File: src/rtl/rsq_defs.vh
// Constants for the reset sequencer and reset cause log.
// Assumes the 125 MHz reference clock, APB with 32-bit data.
`ifndef RSQ_DEFS_VH
`define RSQ_DEFS_VH

// ------------------------------------------------------------
// APB register map (byte addresses)
// ------------------------------------------------------------
`define RSQ_OFS_CAUSE    12'h000
`define RSQ_OFS_CONFIG   12'h004
`define RSQ_OFS_STATUS   12'h008

// ------------------------------------------------------------
// Reset cause register fields
// ------------------------------------------------------------
`define RSQ_FLAGS_W      8
`define RSQ_B_POWER_ON   7
`define RSQ_B_EXT_PIN    6
`define RSQ_B_WATCHDOG   5
`define RSQ_B_BAD_OP     4
`define RSQ_B_BAD_FETCH  3
`define RSQ_B_MONITOR    2
`define RSQ_B_LOW_SUP    1
`define RSQ_CAUSE_RST    8'h80
`define RSQ_CAUSE_POR    8'h80

// ------------------------------------------------------------
// First config register fields
// ------------------------------------------------------------
`define RSQ_B_STOP_EN    0
`define RSQ_STOP_EN_RST  1'b0

// ------------------------------------------------------------
// Status register fields
// ------------------------------------------------------------
`define RSQ_ST_MSB       3
`define RSQ_B_PIN_LVL    4
`define RSQ_B_CORE_RST   5
`define RSQ_B_LSUP_LVL   6

// ------------------------------------------------------------
// Timing in reference-clock cycles
// ------------------------------------------------------------
`define RSQ_CNT_W        13
`define RSQ_STAB_CYC     13'h1000
`define RSQ_PIN_CYC      13'h0020
`define RSQ_POST_CYC     13'h0020

// ------------------------------------------------------------
// Memory locations
// ------------------------------------------------------------
`define RSQ_VEC_HI_ADDR  16'hFFFE
`define RSQ_VEC_LO_ADDR  16'hFFFF
`define RSQ_WDOG_ADDR    16'hFFFF

`endif

File: src/rtl/rsq_top.v
// Reset sequencer and reset cause log with an APB register slave.
// Assumes core event inputs on ref_clk_i; pin and supply inputs are
// asynchronous; vec_data_i is valid in the cycle vec_rd_o is high.
`timescale 1ns/10ps
`include "rsq_defs.vh"

module rsq_top (
   // Clock, reset, enable
   input  wire        ref_clk_i,
   input  wire        srst_i,
   input  wire        clk_en_i,
   // APB slave
   input  wire        psel_i,
   input  wire        penable_i,
   input  wire        pwrite_i,
   input  wire [11:0] paddr_i,
   input  wire [31:0] pwdata_i,
   output reg  [31:0] prdata_o,
   output reg         pready_o,
   output reg         pslverr_o,
   // Open-drain reset pin
   input  wire        rst_pin_i,
   output reg         rst_pin_o,
   output reg         rst_pin_oe_o,
   // Supply monitors, asynchronous
   input  wire        power_on_pulse_i,
   input  wire        low_supply_i,
   // Reset requests from the core
   input  wire        wdog_overflow_i,
   input  wire        bad_opcode_i,
   input  wire        stop_exec_i,
   input  wire        fetch_unmapped_i,
   input  wire        fetch_is_opcode_i,
   input  wire        monitor_entry_i,
   // Core bus watch for watchdog clear
   input  wire        cpu_wr_i,
   input  wire [15:0] cpu_addr_i,
   output reg         wdog_clear_o,
   // Core control and vector fetch
   input  wire [7:0]  vec_data_i,
   output reg         cpu_reset_o,
   output reg         clocks_hold_o,
   output reg         bus_div4_sel_o,
   output reg         vec_rd_o,
   output reg  [15:0] vec_addr_o,
   output reg  [15:0] pc_o,
   output reg         pc_load_o
);

   // ------------------------------------------------------------
   // States
   // ------------------------------------------------------------
   localparam [3:0] ST_RUN   = 4'h0;
   localparam [3:0] ST_LOW   = 4'h1;
   localparam [3:0] ST_STAB  = 4'h2;
   localparam [3:0] ST_DRIVE = 4'h3;
   localparam [3:0] ST_POST  = 4'h4;
   localparam [3:0] ST_EXT   = 4'h5;
   localparam [3:0] ST_VHI   = 4'h6;
   localparam [3:0] ST_VLO   = 4'h7;
   localparam [3:0] ST_VLD   = 4'h8;

   // ------------------------------------------------------------
   // Helpers
   // ------------------------------------------------------------
   // Level changes only once second and third stages agree
   // Stage one is never read here: it may still be metastable
   function filt;
      input s2;
      input s3;
      input old;
      begin
         filt = (s2 == s3) ? s2 : old;
      end
   endfunction

   // Counts run from zero, so the last cycle is the limit minus one
   function last_cyc;
      input [`RSQ_CNT_W-1:0] cnt;
      input [`RSQ_CNT_W-1:0] lim;
      begin
         last_cyc = (cnt == lim - 13'h0001);
      end
   endfunction

   // ------------------------------------------------------------
   // Declarations
   // ------------------------------------------------------------
   reg  [2:0]              pin_s_q;
   reg  [2:0]              por_s_q;
   reg  [2:0]              lsup_s_q;
   reg                     pin_lvl_q;
   reg                     por_lvl_q;
   reg                     lsup_lvl_q;
   reg  [3:0]              st_q;
   reg  [3:0]              st_d;
   reg  [`RSQ_CNT_W-1:0]   cnt_q;
   reg  [`RSQ_CNT_W-1:0]   cnt_d;
   reg  [`RSQ_FLAGS_W-1:0] flags_q;
   reg  [`RSQ_FLAGS_W-1:0] flags_d;
   reg  [`RSQ_FLAGS_W-1:0] set_d;
   reg                     por_ev;
   reg                     stop_en_q;
   reg                     drive_d;
   reg                     cpu_rst_d;
   reg                     hold_d;
   reg                     vec_rd_d;
   reg  [15:0]             vec_addr_d;
   reg  [15:0]             pc_d;
   reg                     pc_ld_d;
   reg                     int_req;
   reg  [31:0]             rdata_d;
   reg                     err_d;
   wire                    apb_acc;
   wire                    apb_done;
   wire                    rd_clear;

   // ------------------------------------------------------------
   // APB decode
   // ------------------------------------------------------------
   // Two-cycle access phase: pready is registered
   // Read data is latched in the first access cycle
   assign apb_acc  = psel_i & penable_i & ~pready_o;
   assign apb_done = psel_i & penable_i & pready_o;
   assign rd_clear = apb_done & ~pwrite_i & (paddr_i == `RSQ_OFS_CAUSE);

   always @* begin
      rdata_d = 32'h0000_0000;
      err_d   = 1'b0;
      if (paddr_i == `RSQ_OFS_CAUSE) begin
         rdata_d[`RSQ_FLAGS_W-1:0] = flags_q;
      end else if (paddr_i == `RSQ_OFS_CONFIG) begin
         rdata_d[`RSQ_B_STOP_EN] = stop_en_q;
      end else if (paddr_i == `RSQ_OFS_STATUS) begin
         rdata_d[`RSQ_ST_MSB:0]     = st_q;
         rdata_d[`RSQ_B_PIN_LVL]  = pin_lvl_q;
         rdata_d[`RSQ_B_CORE_RST] = cpu_reset_o;
         rdata_d[`RSQ_B_LSUP_LVL] = lsup_lvl_q;
      end else begin
         err_d = 1'b1;
      end
   end

   // ------------------------------------------------------------
   // Internal reset requests from the core
   // ------------------------------------------------------------
   // Data reads of unmapped space are excluded by the opcode qualifier
   always @* begin
      int_req = wdog_overflow_i | bad_opcode_i | monitor_entry_i
              | (stop_exec_i & ~stop_en_q)
              | (fetch_unmapped_i & fetch_is_opcode_i);
   end

   // ------------------------------------------------------------
   // Sequencer
   // ------------------------------------------------------------
   // Power-on beats low supply, which beats the running sequence
   always @* begin
      st_d       = st_q;
      cnt_d      = cnt_q + 13'h0001;
      set_d      = {`RSQ_FLAGS_W{1'b0}};
      por_ev     = 1'b0;
      drive_d    = 1'b0;
      cpu_rst_d  = 1'b1;
      hold_d     = 1'b0;
      vec_rd_d   = 1'b0;
      vec_addr_d = vec_addr_o;
      pc_d       = pc_o;
      pc_ld_d    = 1'b0;
      if (por_lvl_q) begin
         // Counter restarts while the pulse lasts
         por_ev  = 1'b1;
         st_d    = ST_STAB;
         cnt_d   = {`RSQ_CNT_W{1'b0}};
         drive_d = 1'b1;
         hold_d  = 1'b1;
      end else if (lsup_lvl_q && st_q != ST_LOW) begin
         st_d    = ST_LOW;
         set_d[`RSQ_B_LOW_SUP] = 1'b1;
         drive_d = 1'b1;
         hold_d  = 1'b1;
      end else begin
         case (st_q)
            ST_RUN: begin
               cpu_rst_d = 1'b0;
               if (int_req) begin
                  st_d      = ST_DRIVE;
                  cnt_d     = {`RSQ_CNT_W{1'b0}};
                  cpu_rst_d = 1'b1;
                  drive_d   = 1'b1;
                  set_d[`RSQ_B_WATCHDOG]  = wdog_overflow_i;
                  set_d[`RSQ_B_BAD_OP]    = bad_opcode_i
                                          | (stop_exec_i & ~stop_en_q);
                  set_d[`RSQ_B_BAD_FETCH] = fetch_unmapped_i
                                          & fetch_is_opcode_i;
                  set_d[`RSQ_B_MONITOR]   = monitor_entry_i;
               end else if (!pin_lvl_q) begin
                  st_d      = ST_EXT;
                  cpu_rst_d = 1'b1;
                  set_d[`RSQ_B_EXT_PIN] = 1'b1;
               end
            end
            ST_LOW: begin
               drive_d = 1'b1;
               hold_d  = 1'b1;
               cnt_d   = {`RSQ_CNT_W{1'b0}};
               if (!lsup_lvl_q) begin
                  st_d = ST_STAB;
               end
            end
            ST_STAB: begin
               drive_d = 1'b1;
               hold_d  = 1'b1;
               if (last_cyc(cnt_q, `RSQ_STAB_CYC)) begin
                  st_d   = ST_DRIVE;
                  cnt_d  = {`RSQ_CNT_W{1'b0}};
                  hold_d = 1'b0;
               end
            end
            ST_DRIVE: begin
               drive_d = 1'b1;
               if (last_cyc(cnt_q, `RSQ_PIN_CYC)) begin
                  st_d    = ST_POST;
                  cnt_d   = {`RSQ_CNT_W{1'b0}};
                  drive_d = 1'b0;
               end
            end
            ST_POST: begin
               // Own drive still echoes here, so external detect waits for the last cycle
               if (last_cyc(cnt_q, `RSQ_POST_CYC)) begin
                  st_d = ST_VHI;
                  set_d[`RSQ_B_EXT_PIN] = ~pin_lvl_q;
               end
            end
            ST_EXT: begin
               if (pin_lvl_q) begin
                  st_d = ST_VHI;
               end
            end
            ST_VHI: begin
               vec_rd_d   = 1'b1;
               vec_addr_d = `RSQ_VEC_HI_ADDR;
               st_d       = ST_VLO;
            end
            ST_VLO: begin
               pc_d[15:8] = vec_data_i;
               vec_rd_d   = 1'b1;
               vec_addr_d = `RSQ_VEC_LO_ADDR;
               st_d       = ST_VLD;
            end
            ST_VLD: begin
               // Low byte arrives; core released with PC loaded
               pc_d[7:0] = vec_data_i;
               pc_ld_d   = 1'b1;
               cpu_rst_d = 1'b0;
               st_d      = ST_RUN;
            end
            default: begin
               // Unused codes fall back to run, still held in reset
               st_d = ST_RUN;
            end
         endcase
      end
   end

   // ------------------------------------------------------------
   // Cause flags
   // ------------------------------------------------------------
   // A set in the clearing cycle survives the read
   always @* begin
      if (por_ev) begin
         flags_d = `RSQ_CAUSE_POR;
      end else if (rd_clear) begin
         // Clear only what was handed out; a flag set after the
         // read data was latched stays for the next read
         flags_d = (flags_q & ~prdata_o[`RSQ_FLAGS_W-1:0]) | set_d;
      end else begin
         flags_d = flags_q | set_d;
      end
   end

   // ------------------------------------------------------------
   // Registers
   // ------------------------------------------------------------
   always @(posedge ref_clk_i) begin
      if (srst_i) begin
         // Idle high like the pin itself, so no false edge after reset
         pin_s_q        <= 3'h7;
         por_s_q        <= 3'h0;
         lsup_s_q       <= 3'h0;
         pin_lvl_q      <= 1'b1;
         por_lvl_q      <= 1'b0;
         lsup_lvl_q     <= 1'b0;
         st_q           <= ST_STAB;
         cnt_q          <= {`RSQ_CNT_W{1'b0}};
         flags_q        <= `RSQ_CAUSE_RST;
         stop_en_q      <= `RSQ_STOP_EN_RST;
         prdata_o       <= 32'h0000_0000;
         pready_o       <= 1'b0;
         pslverr_o      <= 1'b0;
         rst_pin_o      <= 1'b0;
         rst_pin_oe_o   <= 1'b1;
         wdog_clear_o   <= 1'b0;
         cpu_reset_o    <= 1'b1;
         clocks_hold_o  <= 1'b1;
         bus_div4_sel_o <= 1'b1;
         vec_rd_o       <= 1'b0;
         vec_addr_o     <= 16'h0000;
         pc_o           <= 16'h0000;
         pc_load_o      <= 1'b0;
      end else if (clk_en_i) begin
         pin_s_q    <= {pin_s_q[1:0], rst_pin_i};
         por_s_q    <= {por_s_q[1:0], power_on_pulse_i};
         lsup_s_q   <= {lsup_s_q[1:0], low_supply_i};
         pin_lvl_q  <= filt(pin_s_q[1], pin_s_q[2], pin_lvl_q);
         por_lvl_q  <= filt(por_s_q[1], por_s_q[2], por_lvl_q);
         lsup_lvl_q <= filt(lsup_s_q[1], lsup_s_q[2], lsup_lvl_q);
         st_q       <= st_d;
         cnt_q      <= cnt_d;
         flags_q    <= flags_d;
         // Open drain: only ever pulls low
         rst_pin_o      <= 1'b0;
         rst_pin_oe_o   <= drive_d;
         cpu_reset_o    <= cpu_rst_d;
         clocks_hold_o  <= hold_d;
         bus_div4_sel_o <= cpu_rst_d;
         vec_rd_o       <= vec_rd_d;
         vec_addr_o     <= vec_addr_d;
         pc_o           <= pc_d;
         pc_load_o      <= pc_ld_d;
         // No clear while the core is held: it cannot be writing
         wdog_clear_o   <= ~cpu_rst_d & cpu_wr_i
                         & (cpu_addr_i == `RSQ_WDOG_ADDR);
         // APB: cause register ignores writes
         pready_o  <= apb_acc;
         if (apb_acc) begin
            prdata_o  <= pwrite_i ? 32'h0000_0000 : rdata_d;
            pslverr_o <= err_d;
         end else begin
            pslverr_o <= 1'b0;
         end
         if (apb_done && pwrite_i && paddr_i == `RSQ_OFS_CONFIG) begin
            stop_en_q <= pwdata_i[`RSQ_B_STOP_EN];
         end
      end
   end

endmodule

File: config.mk
export PLATFORM = sky130hd
export DESIGN_NAME = rsq_top
export DESIGN_NICKNAME = d
export VERILOG_FILES = /design/src/rtl/rsq_top.v
export VERILOG_INCLUDE_DIRS = /design/src /design/src/rtl
export SDC_FILE = /design/constraint.sdc
export NUM_CORES = 1
export LEC_CHECK = 0
export BUFFER_PORTS_ARGS = -buffer_cell sky130_fd_sc_hd__buf_2
export CAP_MARGIN = 25
export CORE_ASPECT_RATIO = 0.6
export CORE_MARGIN = 5
export CORE_UTILIZATION = 50
export CTS_BUF_LIST = sky130_fd_sc_hd__clkbuf_2 sky130_fd_sc_hd__clkbuf_4 sky130_fd_sc_hd__clkbuf_8
export DETAILED_ROUTE_END_ITERATION = 8
export GPL_TIMING_DRIVEN = 0
export PLACE_DENSITY = 0.83
export SYNTH_ARGS = -nofsm -noshare
export SYNTH_HDL_FRONTEND = slang
export SYNTH_SLANG_ARGS = --single-unit
File: constraint.sdc
create_clock -name ref_clk_i -period 2.6 [get_ports ref_clk_i]
set_clock_uncertainty 0.2 [all_clocks]
set_input_delay 0.78 -clock ref_clk_i [delete_from_list [all_inputs] [get_ports ref_clk_i]]
set_output_delay 0.78 -clock ref_clk_i [all_outputs]
set_load 0.1 [all_outputs]
# Yosys cells after proc, flatten, opt, wreduce, memory -nomap -nowiden
# Cells that the tools add are included.
[word_totals]
input_bits = 84
wordCells = 146
output_inout_bits = 74
reg_bits = 110
[op_classes]
add_sub_neg = 1
muxes = 58
n_reduce_logical = 17
bitwise_logic = 25
n_eq_ne = 23
[op_table]
columns = ["operator", "n"]
rows = [
  ["2-to-1 mux 13 bit", 5],
  ["one-hot mux 13 bit (4 select lines)", 1],
  ["2-to-1 mux 4 bit", 11],
  ["one-hot mux 16 bit (2 select lines)", 1],
  ["one-hot mux 4 bit (8 select lines)", 1],
  ["2-to-1 mux 1 bit", 27],
  ["2-to-1 mux 8 bit", 3],
  ["inequality test 4 bit, second input constant", 5],
  ["equality test 16 bit, second input constant", 1],
  ["equality test 4 x 3 -> 1 bit, second input constant", 4],
  ["OR 8 x 7 -> 8 bit", 2],
  ["2-to-1 mux 7 bit", 2],
  ["adder 13 x 1 -> 13 bit, second input constant", 1],
  ["equality test 13 x 12 -> 1 bit, second input constant", 1],
  ["equality test 13 x 5 -> 1 bit, second input constant", 1],
  ["equality test 12 x 3 -> 1 bit, second input constant", 1],
  ["equality test 12 x 4 -> 1 bit, second input constant", 1],
  ["zero test 12 bit", 1],
  ["2-to-1 mux 6 bit", 2],
  ["AND reduction 4 bit", 3],
  ["AND reduction 2 bit", 5],
  ["bitwise AND 1 bit", 9],
  ["bitwise AND 8 bit", 1],
  ["equality test 4 x 2 -> 1 bit, second input constant", 2],
  ["16 further kinds", 33],
]

# Logic depth before layout (Yosys ltp)
# Gate-level depths: netlist of the first run.
[logic_depth]
depth_word = 11
depth_mapped = 7
depth_no_buf = 6

# Worst setup path before layout of the first run
# No wires, ideal clock.
[synth_timing]
kind = "register to output"
start = "register, netlist name vec_addr_o[14]"
end = "output port vec_addr_o[10]"
slack_ns = 0.013
arrival_time_ns = 1.607
path_buffers = 1
t_required_ns = 1.620
path_stages_with_launch = 2
cell_sequence = "dfxtp_1 buf_4"
[synth_lines]
columns = ["element", "line", "source"]
rows = [
  ["end, declared", "rsq_top.v:45", "output reg [15:0] vec_addr_o,"],
]

# Worst setup path in the final report of the first run
[layout_timing]
start = "register st_q[3]"
end = "register pc_o[10]"
[layout_via]
elab_chain_cells = 4
elab_cells_between_ends = 5
[layout_lines]
columns = ["element", "line", "source"]
rows = [
  ["start, declared", "rsq_top.v:95", "reg [3:0] st_q;"],
  ["start signal, assigned", "rsq_top.v:318", "st_q <= st_d;"],
  ["inequality test 4 x 1 -> 1 bit", "rsq_top.v:177", "end else if (lsup_lvl_q && st_q != ST_LOW) begin"],
  ["logical AND 1 bit", "rsq_top.v:177", ""],
  ["inverter 1 bit (no line)", "-", ""],
  ["AND reduction 4 bit (no line) *", "-", ""],
  ["end signal, assigned", "rsq_top.v:329", "pc_o <= pc_d;"],
  ["end, declared", "rsq_top.v:46", "output reg [15:0] pc_o,"],
]
# Every way passes the cells marked *; elsewhere a longest branch is shown, timed or not.
# A chain may end at the register's enable or synchronous reset.

==> impl_metrics.xml, run 1 <==
<?xml version="1.0" encoding="UTF-8"?>
<metrics>
  <group name="run_status">
    <metric name="status" unit="">completed</metric>
  </group>
  <group name="placed_design">
    <metric name="replace_congestion" unit="">0.947</metric>
    <metric name="placement.io_buffers" unit="">99</metric>
    <metric name="place_hpwl" unit="um">8530</metric>
  </group>
  <group name="global_routing">
    <metric name="vias_in_the_first_global_route" unit="">3708</metric>
    <metric name="global_route.usage.total" unit="%">23.8</metric>
    <metric name="grt_max_degree" unit="">17</metric>
    <metric name="grt_overflow" unit="">0</metric>
    <metric name="initial_antenna_violation_count" unit="">0</metric>
    <metric name="grt_pass1_wl" unit="um">17900</metric>
  </group>
  <group name="cts">
    <metric name="cts_setup_buffers" unit="">0</metric>
    <metric name="path_clk_slew" unit="ps">80</metric>
    <metric name="cts_tree" unit="">yes</metric>
    <metric name="tritoncts_num_sinks" unit="">72</metric>
    <metric name="cts_buffers" unit="">9</metric>
    <metric name="clk-insertion-delay-late" unit="ps">350</metric>
    <metric name="htreeDepth" unit="">3</metric>
    <metric name="post_cts_hold_buffer_count" unit="">0</metric>
    <metric name="clock_path_buffers" unit="">2</metric>
    <metric name="cts_root_buf" unit="">clkbuf_8</metric>
  </group>
  <group name="sta">
    <metric name="timing.setup.tns" unit="ps">0</metric>
    <metric name="max_slew.worst_pin.slew" unit="ps">816</metric>
    <metric name="timing.final.setup_violations" unit="">0</metric>
    <metric name="hold_viol_final" unit="">0</metric>
    <metric name="worst_hold_slack" unit="ps">269</metric>
    <metric name="relSlewSlack" unit="%">44.2</metric>
    <metric name="min_period" unit="ps">2530</metric>
    <metric name="grt_setup_unrepaired" unit="">no</metric>
    <metric name="period_share" unit="%">97.3</metric>
    <metric name="max_clock_freq" unit="MHz">395</metric>
    <metric name="final_max_slew_viol_count" unit="">0</metric>
  </group>
  <group name="setup_path">
    <metric name="capturing_element_type_of_the_critical_path" unit="">register</metric>
    <metric name="arrival" unit="ps">2550</metric>
    <metric name="worst-setup-path-type" unit="">register to register</metric>
    <metric name="worst_setup_path_start" unit="">st_q[3]$_SDFFE_PP0P_</metric>
    <metric name="critPathMaxFanout" unit="">10</metric>
    <metric name="kind_of_start_point_of_the_critical_path" unit="">register</metric>
    <metric name="cp.required" unit="ps">2630</metric>
    <metric name="worstReg2RegStart" unit="">st_q[3]$_SDFFE_PP0P_</metric>
  </group>
  <group name="floorplanning">
    <metric name="dieArea" unit="sq um">9390</metric>
    <metric name="num_rows" unit="">24</metric>
    <metric name="floorplan.initialDensity" unit="%">51.4</metric>
    <metric name="fp.dieH" unit="um">77.1</metric>
    <metric name="core-area" unit="sq um">7300</metric>
    <metric name="die-width" unit="um">122</metric>
    <metric name="ioPinCount" unit="">158</metric>
  </group>
  <group name="final_layout">
    <metric name="finish.net_count" unit="">671</metric>
    <metric name="area_delta_synth_final" unit="%">25.7</metric>
    <metric name="final_antenna_diode_count" unit="">0</metric>
    <metric name="final_layout_size_suffix_gt1_share" unit="%">29.6</metric>
  </group>
  <group name="synthesis">
    <metric name="synth_edf_count" unit="">0</metric>
    <metric name="postSynthCellCount" unit="">452</metric>
    <metric name="synth.avg_cell_area" unit="sq um">8.30</metric>
    <metric name="ys_types" unit="">59</metric>
    <metric name="yosys_reg_bits" unit="">72</metric>
    <metric name="asyncSetResetFlopFracSynth" unit="%">0</metric>
    <metric name="netlist_area" unit="sq um">3750</metric>
    <metric name="ys.flop_type" unit="">dfxtp_1</metric>
    <metric name="synth.yosys.seq_area_share" unit="%">38.4</metric>
    <metric name="synthesis_warnings" unit="">0</metric>
  </group>
  <group name="route">
    <metric name="detail-route-antenna-nets" unit="">0</metric>
    <metric name="post-route-drc-count" unit="">0</metric>
    <metric name="detailedRoute.firstPassIterationCount" unit="">5</metric>
    <metric name="aggregate_routed_wire_length" unit="um">11100</metric>
    <metric name="drt-vias-per-instance" unit="">5.51</metric>
    <metric name="vias" unit="">3831</metric>
    <metric name="routed_len_inst" unit="um">16.0</metric>
    <metric name="drt-initial-drc-count" unit="">408</metric>
  </group>
  <group name="pwr">
    <metric name="p_per_area" unit="nW/um^2">507</metric>
    <metric name="vdd_ir_drop_max" unit="uV">346</metric>
    <metric name="cellLeakagePower" unit="nW">2.11</metric>
  </group>
  <group name="worst_hold_path">
    <metric name="min-delay-path-class" unit="">register to register</metric>
    <metric name="worstHoldStart" unit="">flags_q[0]$_SDFFE_PP0P_</metric>
  </group>
  <group name="flow_run">
    <metric name="drv_cap" unit="">0</metric>
  </group>
</metrics>
==> area by class of cell <==
type,instances,area [sq um]
Fill cell,628,2580
Multi-Input combinational cell,324,1960
Sequential cell,72,1440
Timing Repair Buffer,99,495
Buffer,67,423
Clock buffer,11,151
Tap cell,104,130
Clock inverter,5,62.6
Inverter,13,48.8
==> worst max-delay path, stage by stage (launching register included) <==
cell	delay (ps)
dfxtp_1	320
buf_6	130
or4b_4	600
a211o_4	410
nor4b_4	270
buf_6	200
mux2i_1	210
nor2_1	60
==> through the flow <==
| step | cells | power [mW] | cell area (sq um) | setup WS (ps) | util, % |
|---|---|---|---|---|---|
| after floorplan | 476 | 1.40 | 3840 | 13.2 | - |
| after global placement | 679 | 1.47 | 4470 | -608 | 61.2 |
| after detailed placement | 679 | 1.47 | 4470 | -643 | 61.2 |
| after CTS | 695 | 2.40 | 4700 | 14.6 | 64.5 |
| after global routing | 695 | 2.48 | 4720 | 9.84 | 64.7 |
| final | 695 | 2.39 | 4720 | 71.2 | 64.7 |
==> where the power goes <==
part	internal, mW	total (mW)	switching [mW]
clock	0.500	0.936	0.436
sequential	1.11	1.12	0.00971
combinational	0.0798	0.334	0.254
==> cells in the mapped netlist, drive strengths merged (4+ instances only) <==
| cell | number | area, sq um |
|---|---|---|
| mux2i | 30 | 300 |
| inv | 12 | 45.0 |
| nand2 | 49 | 184 |
| nand4 | 10 | 62.6 |
| buf | 47 | 344 |
| nor4 | 8 | 50.1 |
| a31oi | 4 | 25.0 |
| clkbuf | 20 | 75.1 |
| dfxtp | 72 | 1440 |
| a22oi | 8 | 60.1 |
| and3 | 11 | 68.8 |
| o21ai | 19 | 95.1 |
| a21oi | 26 | 130 |
| nor2 | 41 | 154 |
| nand2b | 5 | 31.3 |
| and4 | 4 | 35.0 |
| nor3 | 14 | 70.1 |
| nand3 | 11 | 55.1 |
| o211ai | 4 | 30.0 |
==> what timing repair did <==
| item | in CTS | in global routing |
|---|---|---|
| resized for setup | 3 | 10 |
| pin swaps | 0 | 1 |
| endpoints found under the setup margin | 15 | 38 |
| cloned | 0 | 0 |
==> state kept, by name, summed over array words and instances (netlist names), 2 cells and up <==
| signal | flops |
|---|---|
| cnt_q | 13 |
| flags_q | 8 |
| lsup_s_q | 3 |
| pc_o | 16 |
| pin_s_q | 3 |
| por_s_q | 3 |
| prdata_o | 8 |
| st_q | 4 |
| vec_addr_o | 2 |
==> logic make-up after synthesis <==
family | Yosys count | share of synthesized area, %
mux | 30 | 8.00
flops | 72 | 38.4
compound gates | 90 | 16.0
xor+xnor | 4 | 0.934
other cells | 1 | 0.0999
buf+inv | 80 | 12.5
fa+ha+maj | 1 | 0.333
simple gates | 174 | 23.7
==> cells in the final DEF, fill, tap and decap left out, types with 3 or more instances in the layout <==
cell	n
or2_2	3
inv_1	12
nor2b_1	3
clkbuf_1	17
and4_1	4
mux2i_1	30
a22oi_1	8
nand4_1	10
nand2b_1	5
nand3_1	11
nand2_1	49
clkbuf_8	11
buf_1	3
conb_1	25
and3_1	11
buf_2	101
o211ai_1	4
o22ai_1	3
a21oi_1	26
nor2_1	40
o21ai_0	18
clkbuf_2	3
a31oi_1	4
nor4_1	7
dfxtp_1	71
nor3_1	13
xnor2_1	3
o2111ai_1	3
buf_4	40
==> worst paths after layout <==
path              depth (start not counted)                       to  slack, ps
setup / recovery                          7    pc_o[10]$_SDFFE_PP0P_         70
hold / removal                            1  flags_q[0]$_SDFFE_PP0P_        270
setup reg to reg                          7    pc_o[10]$_SDFFE_PP0P_         70
hold reg to reg                           1  flags_q[0]$_SDFFE_PP0P_        270
==> layer usage <==
metal | vias up | part of all wire (%) | track usage, %
met5 | - | 0 | 0
met4 | 0 | 1.4 | 7.27
met3 | 15 | 13 | 8.53
met2 | 209 | 43 | 36.0
met1 | 1792 | 42 | 31.6
li1 | 1815 | - | -
(Power assumes the default switching activity.)
==> run 2: changes to the inputs <==
--- a/config.mk
+++ b/config.mk
@@ -10,11 +10,11 @@
 export CAP_MARGIN = 25
 export CORE_ASPECT_RATIO = 0.6
 export CORE_MARGIN = 5
-export CORE_UTILIZATION = 50
+export CORE_UTILIZATION = 45
 export CTS_BUF_LIST = sky130_fd_sc_hd__clkbuf_2 sky130_fd_sc_hd__clkbuf_4 sky130_fd_sc_hd__clkbuf_8
 export DETAILED_ROUTE_END_ITERATION = 8
 export GPL_TIMING_DRIVEN = 0
-export PLACE_DENSITY = 0.83
+export PLACE_DENSITY = 0.72
 export SYNTH_ARGS = -nofsm -noshare
 export SYNTH_HDL_FRONTEND = slang
 export SYNTH_SLANG_ARGS = --single-unit
==> run 2 against run 1 <==
Effect of this change: clock power shrank 11%; total power shrank 4.5%; global-route usage shrank 3.3 points; critical path type unchanged; sequential share of layout area grew 0.12 points; final cell count grew 0.58%; critical endpoint unchanged; via count shrank 3.5%.
==> impl_metrics.xml, run 2 (same netlist as run 1, synthesis figures left out) <==
<?xml version="1.0" encoding="UTF-8"?>
<metrics>
  <group name="cts">
    <metric name="htreeDepth" unit="">3</metric>
    <metric name="path_clk_slew" unit="ps">80</metric>
    <metric name="tritoncts_num_sinks" unit="">72</metric>
    <metric name="cts_buffers" unit="">9</metric>
    <metric name="cts_tree" unit="">yes</metric>
    <metric name="clk-insertion-delay-late" unit="ps">360</metric>
    <metric name="cts_setup_buffers" unit="">0</metric>
    <metric name="cts_root_buf" unit="">clkbuf_8</metric>
    <metric name="clock_path_buffers" unit="">2</metric>
    <metric name="post_cts_hold_buffer_count" unit="">0</metric>
  </group>
  <group name="setup_path">
    <metric name="arrival" unit="ps">2560</metric>
    <metric name="critPathMaxFanout" unit="">10</metric>
    <metric name="critPathSlowestCell" unit="">or4b_4</metric>
    <metric name="worst_setup_path_start" unit="">st_q[3]$_SDFFE_PP0P_</metric>
    <metric name="count_of_buffering_cells_on_the_critical_path_with_inverters_included" unit="">2</metric>
    <metric name="worstPathCellList" unit="">buf_6, or4b_4, a211o_4, nor4b_4, buf_6, mux2i_1, nor2_1</metric>
    <metric name="timing.reg2reg.setup_slack" unit="ps">60</metric>
    <metric name="critPathTopFamily" unit="">simple AND/OR/NAND/NOR gates</metric>
    <metric name="capturing_element_type_of_the_critical_path" unit="">register</metric>
    <metric name="worstReg2RegStart" unit="">st_q[3]$_SDFFE_PP0P_</metric>
    <metric name="worst-setup-path-type" unit="">register to register</metric>
    <metric name="delay_of_the_slowest_cell_on_the_worst_path" unit="ps">570</metric>
    <metric name="kind_of_start_point_of_the_critical_path" unit="">register</metric>
    <metric name="timing.critical_path.mode_cell" unit="">buf_6</metric>
    <metric name="cp.required" unit="ps">2620</metric>
  </group>
  <group name="final_layout">
    <metric name="final_antenna_diode_count" unit="">0</metric>
    <metric name="final_layout_size_suffix_gt1_share" unit="%">29.6</metric>
    <metric name="final_cells" unit="">699</metric>
    <metric name="layout_top_registers" unit="">pc_o (16), cnt_q (13)</metric>
    <metric name="most-common-layout-cells" unit="">buf_2, dfxtp_1, nand2_1</metric>
    <metric name="final_common_cell" unit="">buf_2</metric>
    <metric name="area_delta_synth_final" unit="%">25.2</metric>
    <metric name="max_flop_register" unit="">pc_o</metric>
    <metric name="fin_area" unit="sq um">4700</metric>
    <metric name="max_reg_flops" unit="">16</metric>
    <metric name="finish.net_count" unit="">671</metric>
  </group>
  <group name="sta">
    <metric name="max_slew.worst_pin.slew" unit="ps">637</metric>
    <metric name="relSlewSlack" unit="%">56.4</metric>
    <metric name="hold_viol_final" unit="">0</metric>
    <metric name="min_period" unit="ps">2540</metric>
    <metric name="max_clock_freq" unit="MHz">393</metric>
    <metric name="final_max_slew_viol_count" unit="">0</metric>
    <metric name="timing.setup.tns" unit="ps">0</metric>
    <metric name="grt_setup_unrepaired" unit="">no</metric>
    <metric name="timing.final.setup_violations" unit="">0</metric>
    <metric name="period_share" unit="%">97.8</metric>
  </group>
  <group name="floorplanning">
    <metric name="fp.dieH" unit="um">80.7</metric>
    <metric name="die-width" unit="um">128</metric>
    <metric name="dieArea" unit="sq um">10300</metric>
    <metric name="num_rows" unit="">25</metric>
    <metric name="core-area" unit="sq um">8010</metric>
    <metric name="floorplan.initialDensity" unit="%">46.9</metric>
    <metric name="ioPinCount" unit="">158</metric>
  </group>
  <group name="placed_design">
    <metric name="place_hpwl" unit="um">8320</metric>
    <metric name="place_inst" unit="">683</metric>
    <metric name="replace_congestion" unit="">0.984</metric>
    <metric name="placed_cell_area" unit="sq um">4470</metric>
    <metric name="placement.io_buffers" unit="">99</metric>
  </group>
  <group name="route">
    <metric name="vias" unit="">3696</metric>
    <metric name="detail-route-antenna-nets" unit="">0</metric>
    <metric name="drt-initial-drc-count" unit="">328</metric>
    <metric name="post-route-drc-count" unit="">0</metric>
    <metric name="routed_len_inst" unit="um">15.5</metric>
    <metric name="drt-vias-per-instance" unit="">5.29</metric>
    <metric name="detailedRoute.firstPassIterationCount" unit="">4</metric>
    <metric name="aggregate_routed_wire_length" unit="um">10800</metric>
  </group>
  <group name="run_status">
    <metric name="status" unit="">completed</metric>
  </group>
  <group name="pwr">
    <metric name="cellLeakagePower" unit="nW">2.09</metric>
    <metric name="design_power_total" unit="mW">2.28</metric>
    <metric name="p_per_area" unit="nW/um^2">486</metric>
    <metric name="vdd_ir_drop_max" unit="uV">387</metric>
  </group>
  <group name="flow_run">
    <metric name="drv_cap" unit="">0</metric>
  </group>
  <group name="global_routing">
    <metric name="grt_pass1_wl" unit="um">16900</metric>
    <metric name="global_route.usage.total" unit="%">20.5</metric>
    <metric name="initial_antenna_violation_count" unit="">0</metric>
    <metric name="vias_in_the_first_global_route" unit="">3466</metric>
    <metric name="grt_max_degree" unit="">17</metric>
    <metric name="grt_overflow" unit="">0</metric>
  </group>
  <group name="worst_hold_path">
    <metric name="worstHoldStart" unit="">flags_q[0]$_SDFFE_PP0P_</metric>
    <metric name="min-delay-path-class" unit="">register to register</metric>
  </group>
</metrics>
[run 2: cell types whose count changed in the layout (fill, tap and decap cells not counted), sizes merged]
cell and delta:
clkbuf +3, buf -2, bufinv -1, clkinv +1, inv -1
[run 2: worst register-to-register path, stage by stage (launching register included)]
cell	delay, ps
dfxtp_1	310
buf_6	130
or4b_4	580
a211o_4	410
nor4b_4	290
buf_6	210
mux2i_1	220
nor2_1	60
[run 2: timing repair]
action | CTS | global route
gates resized for setup | 4 | 9
endpoints found under the setup margin | 15 | 34
pin swaps | 0 | 2
endpoints found under the hold margin | 0 | 0
[run 2: final cells by class]
| type | instances | area [sq um] |
|---|---|---|
| plain buffers | 67 | 425 |
| multi-input cells | 324 | 1960 |
| well taps | 108 | 135 |
| repair buffers | 99 | 495 |
| flip-flops and latches | 72 | 1440 |
| fillers | 765 | 3310 |
| inverters | 13 | 48.8 |
| clock buffers | 12 | 159 |
| clock inverters | 4 | 28.8 |
[run 2: metrics by stage]
step / hold slack [ps] / util, % / setup WS (ps)
final: 256 / 58.7 / 58.4
after global placement: 237 / 55.9 / -560
after global routing: 281 / 58.7 / 0.929
after floorplan: 229 / - / 13.2
after detailed placement: 241 / 55.9 / -683
after CTS: 254 / 58.6 / 17.6
[run 2: path summary, 6_finish.rpt]
| check | endpoint | cells past startpoint |
|---|---|---|
| setup reg to reg | pc_o[10]$_SDFFE_PP0P_ | 7 |
| setup / recovery | pc_o[10]$_SDFFE_PP0P_ | 7 |
| hold reg to reg | flags_q[0]$_SDFFE_PP0P_ | 1 |
| hold / removal | flags_q[0]$_SDFFE_PP0P_ | 1 |
[run 2: power by group]
group / internal (mW) / total, mW / switching [mW]
combinational: 0.0798 / 0.332 / 0.252
clock: 0.409 / 0.830 / 0.421
sequential: 1.11 / 1.12 / 0.0100
total: 1.60 / 2.28 / 0.683
[run 2: routing by layer]
layer  up-vias  GRT usage (%)  routed length [um]
li1       1821              -                   -
met1      1693           28.2                4880
met2       169           31.4                4670
met3        13           7.29                1190
met4         0           3.92                  94
met5         -              0                   0
==> run 3: changes to the inputs <==
--- a/config.mk
+++ b/config.mk
@@ -8,13 +8,15 @@
 export LEC_CHECK = 0
 export BUFFER_PORTS_ARGS = -buffer_cell sky130_fd_sc_hd__buf_2
 export CAP_MARGIN = 25
+export CELL_PAD_IN_SITES_DETAIL_PLACEMENT = 2
+export CELL_PAD_IN_SITES_GLOBAL_PLACEMENT = 2
 export CORE_ASPECT_RATIO = 0.6
 export CORE_MARGIN = 5
-export CORE_UTILIZATION = 45
+export CORE_UTILIZATION = 27
 export CTS_BUF_LIST = sky130_fd_sc_hd__clkbuf_2 sky130_fd_sc_hd__clkbuf_4 sky130_fd_sc_hd__clkbuf_8
 export DETAILED_ROUTE_END_ITERATION = 8
 export GPL_TIMING_DRIVEN = 0
-export PLACE_DENSITY = 0.72
+export PLACE_DENSITY = 0.78
 export SYNTH_ARGS = -nofsm -noshare
 export SYNTH_HDL_FRONTEND = slang
 export SYNTH_SLANG_ARGS = --single-unit
==> run 3 against run 2 <==
Effect of this change: highest routed layer unchanged; global-route usage shrank 2.1 points; clock power rose by 17%; first-iteration DRC count shrank 57%; via count increased by 3.9%; non-clock buffer count grew 3; sequential share of layout area decreased by 0.88 points; critical path type unchanged; combinational power is 4% higher; clock-buffer cell count down 2; setup slack better by 6.7 ps; critical path depth unchanged; design area is 3.0% higher; largest power group unchanged; largest cell class unchanged; total power is 6.9% higher.
==> impl_metrics.xml, run 3 (same netlist as run 1, synthesis figures left out) <==
<?xml version="1.0" encoding="UTF-8"?>
<metrics>
  <group name="run_status">
    <metric name="status" unit="">completed</metric>
  </group>
  <group name="floorplanning">
    <metric name="core-area" unit="sq um">13600</metric>
    <metric name="num_rows" unit="">33</metric>
    <metric name="ioPinCount" unit="">158</metric>
    <metric name="die-width" unit="um">162</metric>
    <metric name="dieArea" unit="sq um">16400</metric>
    <metric name="fp.dieH" unit="um">101</metric>
    <metric name="floorplan.initialDensity" unit="%">27.5</metric>
  </group>
  <group name="global_routing">
    <metric name="grt_overflow" unit="">0</metric>
    <metric name="vias_in_the_first_global_route" unit="">4320</metric>
    <metric name="grt_pass1_wl" unit="um">23700</metric>
    <metric name="grt_max_degree" unit="">17</metric>
    <metric name="initial_antenna_violation_count" unit="">0</metric>
    <metric name="global_route.usage.total" unit="%">18.4</metric>
  </group>
  <group name="cts">
    <metric name="cts_tree" unit="">yes</metric>
    <metric name="htreeDepth" unit="">3</metric>
    <metric name="clock_path_buffers" unit="">2</metric>
    <metric name="clk-insertion-delay-late" unit="ps">370</metric>
    <metric name="cts_buffers" unit="">9</metric>
    <metric name="post_cts_hold_buffer_count" unit="">0</metric>
    <metric name="tritoncts_num_sinks" unit="">72</metric>
    <metric name="cts_root_buf" unit="">clkbuf_8</metric>
    <metric name="path_clk_slew" unit="ps">80</metric>
  </group>
  <group name="worst_hold_path">
    <metric name="min-delay-path-class" unit="">register to register</metric>
    <metric name="worstHoldStart" unit="">flags_q[0]$_SDFFE_PP0P_</metric>
    <metric name="min_delay_path_depth" unit="">1</metric>
    <metric name="whs_endpoint" unit="">flags_q[0]$_SDFFE_PP0P_</metric>
  </group>
  <group name="setup_path">
    <metric name="worstRegToRegCells" unit="">7</metric>
    <metric name="arrival" unit="ps">2580</metric>
    <metric name="critPathSlowestCell" unit="">or4b_4</metric>
    <metric name="timing.reg2reg.setup_slack" unit="ps">70</metric>
    <metric name="worstReg2RegStart" unit="">st_q[0]$_SDFFE_PP0P_</metric>
    <metric name="rr_endpoint" unit="">pc_o[7]$_SDFFE_PP0P_</metric>
    <metric name="worst-setup-path-type" unit="">register to register</metric>
    <metric name="kind_of_start_point_of_the_critical_path" unit="">register</metric>
    <metric name="worstPathCellList" unit="">or4b_4, a211o_4, buf_4, nor2b_1, buf_6, mux2i_1, nor2_1</metric>
    <metric name="delay_of_the_slowest_cell_on_the_worst_path" unit="ps">560</metric>
    <metric name="critPathMaxFanout" unit="">9</metric>
    <metric name="cp.required" unit="ps">2650</metric>
    <metric name="capturing_element_type_of_the_critical_path" unit="">register</metric>
  </group>
  <group name="route">
    <metric name="detailedRoute.firstPassIterationCount" unit="">4</metric>
    <metric name="drt-vias-per-instance" unit="">4.99</metric>
    <metric name="detail-route-antenna-nets" unit="">0</metric>
    <metric name="drt-initial-drc-count" unit="">142</metric>
    <metric name="routed_len_inst" unit="um">19.5</metric>
    <metric name="post-route-drc-count" unit="">0</metric>
    <metric name="aggregate_routed_wire_length" unit="um">15000</metric>
    <metric name="vias" unit="">3840</metric>
  </group>
  <group name="final_layout">
    <metric name="final_antenna_diode_count" unit="">0</metric>
    <metric name="fin_area" unit="sq um">4840</metric>
    <metric name="max_reg_flops" unit="">16</metric>
    <metric name="final_common_cell" unit="">buf_2</metric>
    <metric name="final_layout_size_suffix_gt1_share" unit="%">30.3</metric>
    <metric name="finish.net_count" unit="">674</metric>
    <metric name="layout_top_registers" unit="">pc_o (16), cnt_q (13)</metric>
    <metric name="most-common-layout-cells" unit="">buf_2, dfxtp_1, nand2_1</metric>
    <metric name="max_flop_register" unit="">pc_o</metric>
    <metric name="area_delta_synth_final" unit="%">29.0</metric>
  </group>
  <group name="sta">
    <metric name="final_critical_path_setup_slack" unit="ps">65.1</metric>
    <metric name="max_slew.worst_pin.slew" unit="ps">756</metric>
    <metric name="max_clock_freq" unit="MHz">394</metric>
    <metric name="timing.final.setup_violations" unit="">0</metric>
    <metric name="period_share" unit="%">97.5</metric>
    <metric name="timing.setup.tns" unit="ps">0</metric>
    <metric name="hold_viol_final" unit="">0</metric>
    <metric name="min_period" unit="ps">2530</metric>
    <metric name="worst_hold_slack" unit="ps">268</metric>
    <metric name="final_max_slew_viol_count" unit="">0</metric>
    <metric name="relSlewSlack" unit="%">49.6</metric>
  </group>
  <group name="pwr">
    <metric name="vdd_ir_drop_max" unit="uV">190</metric>
    <metric name="cellLeakagePower" unit="nW">2.13</metric>
    <metric name="p_per_area" unit="nW/um^2">504</metric>
  </group>
  <group name="placed_design">
    <metric name="replace_congestion" unit="">0.830</metric>
    <metric name="post-place-ws" unit="ps">-918</metric>
    <metric name="place_hpwl" unit="um">11400</metric>
    <metric name="placed_cell_area" unit="sq um">4560</metric>
    <metric name="placement.io_buffers" unit="">99</metric>
  </group>
  <group name="flow_run">
    <metric name="drv_cap" unit="">0</metric>
  </group>
</metrics>
-- run 3: area by class of cell --
class / instances / area [sq um]
clock inverter: 6 / 72.6
multi-input combinational: 324 / 1970
timing repair buffer: 103 / 526
clock buffer: 10 / 138
buffer: 66 / 422
fill: 1603 / 8780
sequential: 72 / 1440
tap: 175 / 219
inverter: 13 / 48.8
-- run 3: how the worst max path moves through the flow --
stage | from | endpoint | slack, ps | cells past startpoint
floorplan | vec_addr_o[14]$_SDFFE_PP0P_ | vec_addr_o[10] | 10 | 1
global placement | clk_en_i | cnt_q[12]$_SDFFE_PP0P_ | -830 | 6
detailed placement | clk_en_i | cnt_q[12]$_SDFFE_PP0P_ | -920 | 6
CTS | st_q[1]$_SDFFE_PP1P_ | cnt_q[0]$_SDFFE_PP0P_ | 4 | 6
global route | clk_en_i | cnt_q[0]$_SDFFE_PP0P_ | -20 | 6
finish | st_q[0]$_SDFFE_PP0P_ | pc_o[7]$_SDFFE_PP0P_ | 70 | 7
-- run 3: through the flow --
| step | std cells | utilization (%) | total power, mW |
|---|---|---|---|
| floorplan | 476 | - | 1.40 |
| global placement | 750 | 33.4 | 1.48 |
| detailed placement | 750 | 33.4 | 1.49 |
| CTS | 766 | 35.2 | 2.46 |
| global route | 769 | 35.5 | 2.54 |
| finish | 769 | 35.5 | 2.44 |
-- run 3: metal layers --
metal / vias to the layer above / global-route usage, % / wire length, um
met5: - / 0 / 0
met4: 0 / 3.25 / 131
met3: 15 / 5.82 / 1070
met2: 111 / 29.8 / 6750
met1: 1895 / 24.6 / 7060
li1: 1819 / - / -
-- run 3: power by group --
group          internal [mW]  leakage, nW  total [mW]  switching [mW]
combinational         0.0811         1.44       0.344           0.263
clock                  0.483        0.104       0.975           0.492
sequential              1.11        0.583        1.12          0.0111
-- run 3: what timing repair did --
action,CTS,global route
buffers inserted,0,3
setup endpoints to repair,39,34
gates cloned,0,1
gates resized for setup,9,12
pin swaps,1,5
-- run 3: worst max-delay path: cells and delay by family (launching register included) --
kind	cells	cell delay (ps)
compound gates	1	370
buf+inv	2	360
flops	1	440
mux	1	260
simple gates	3	770
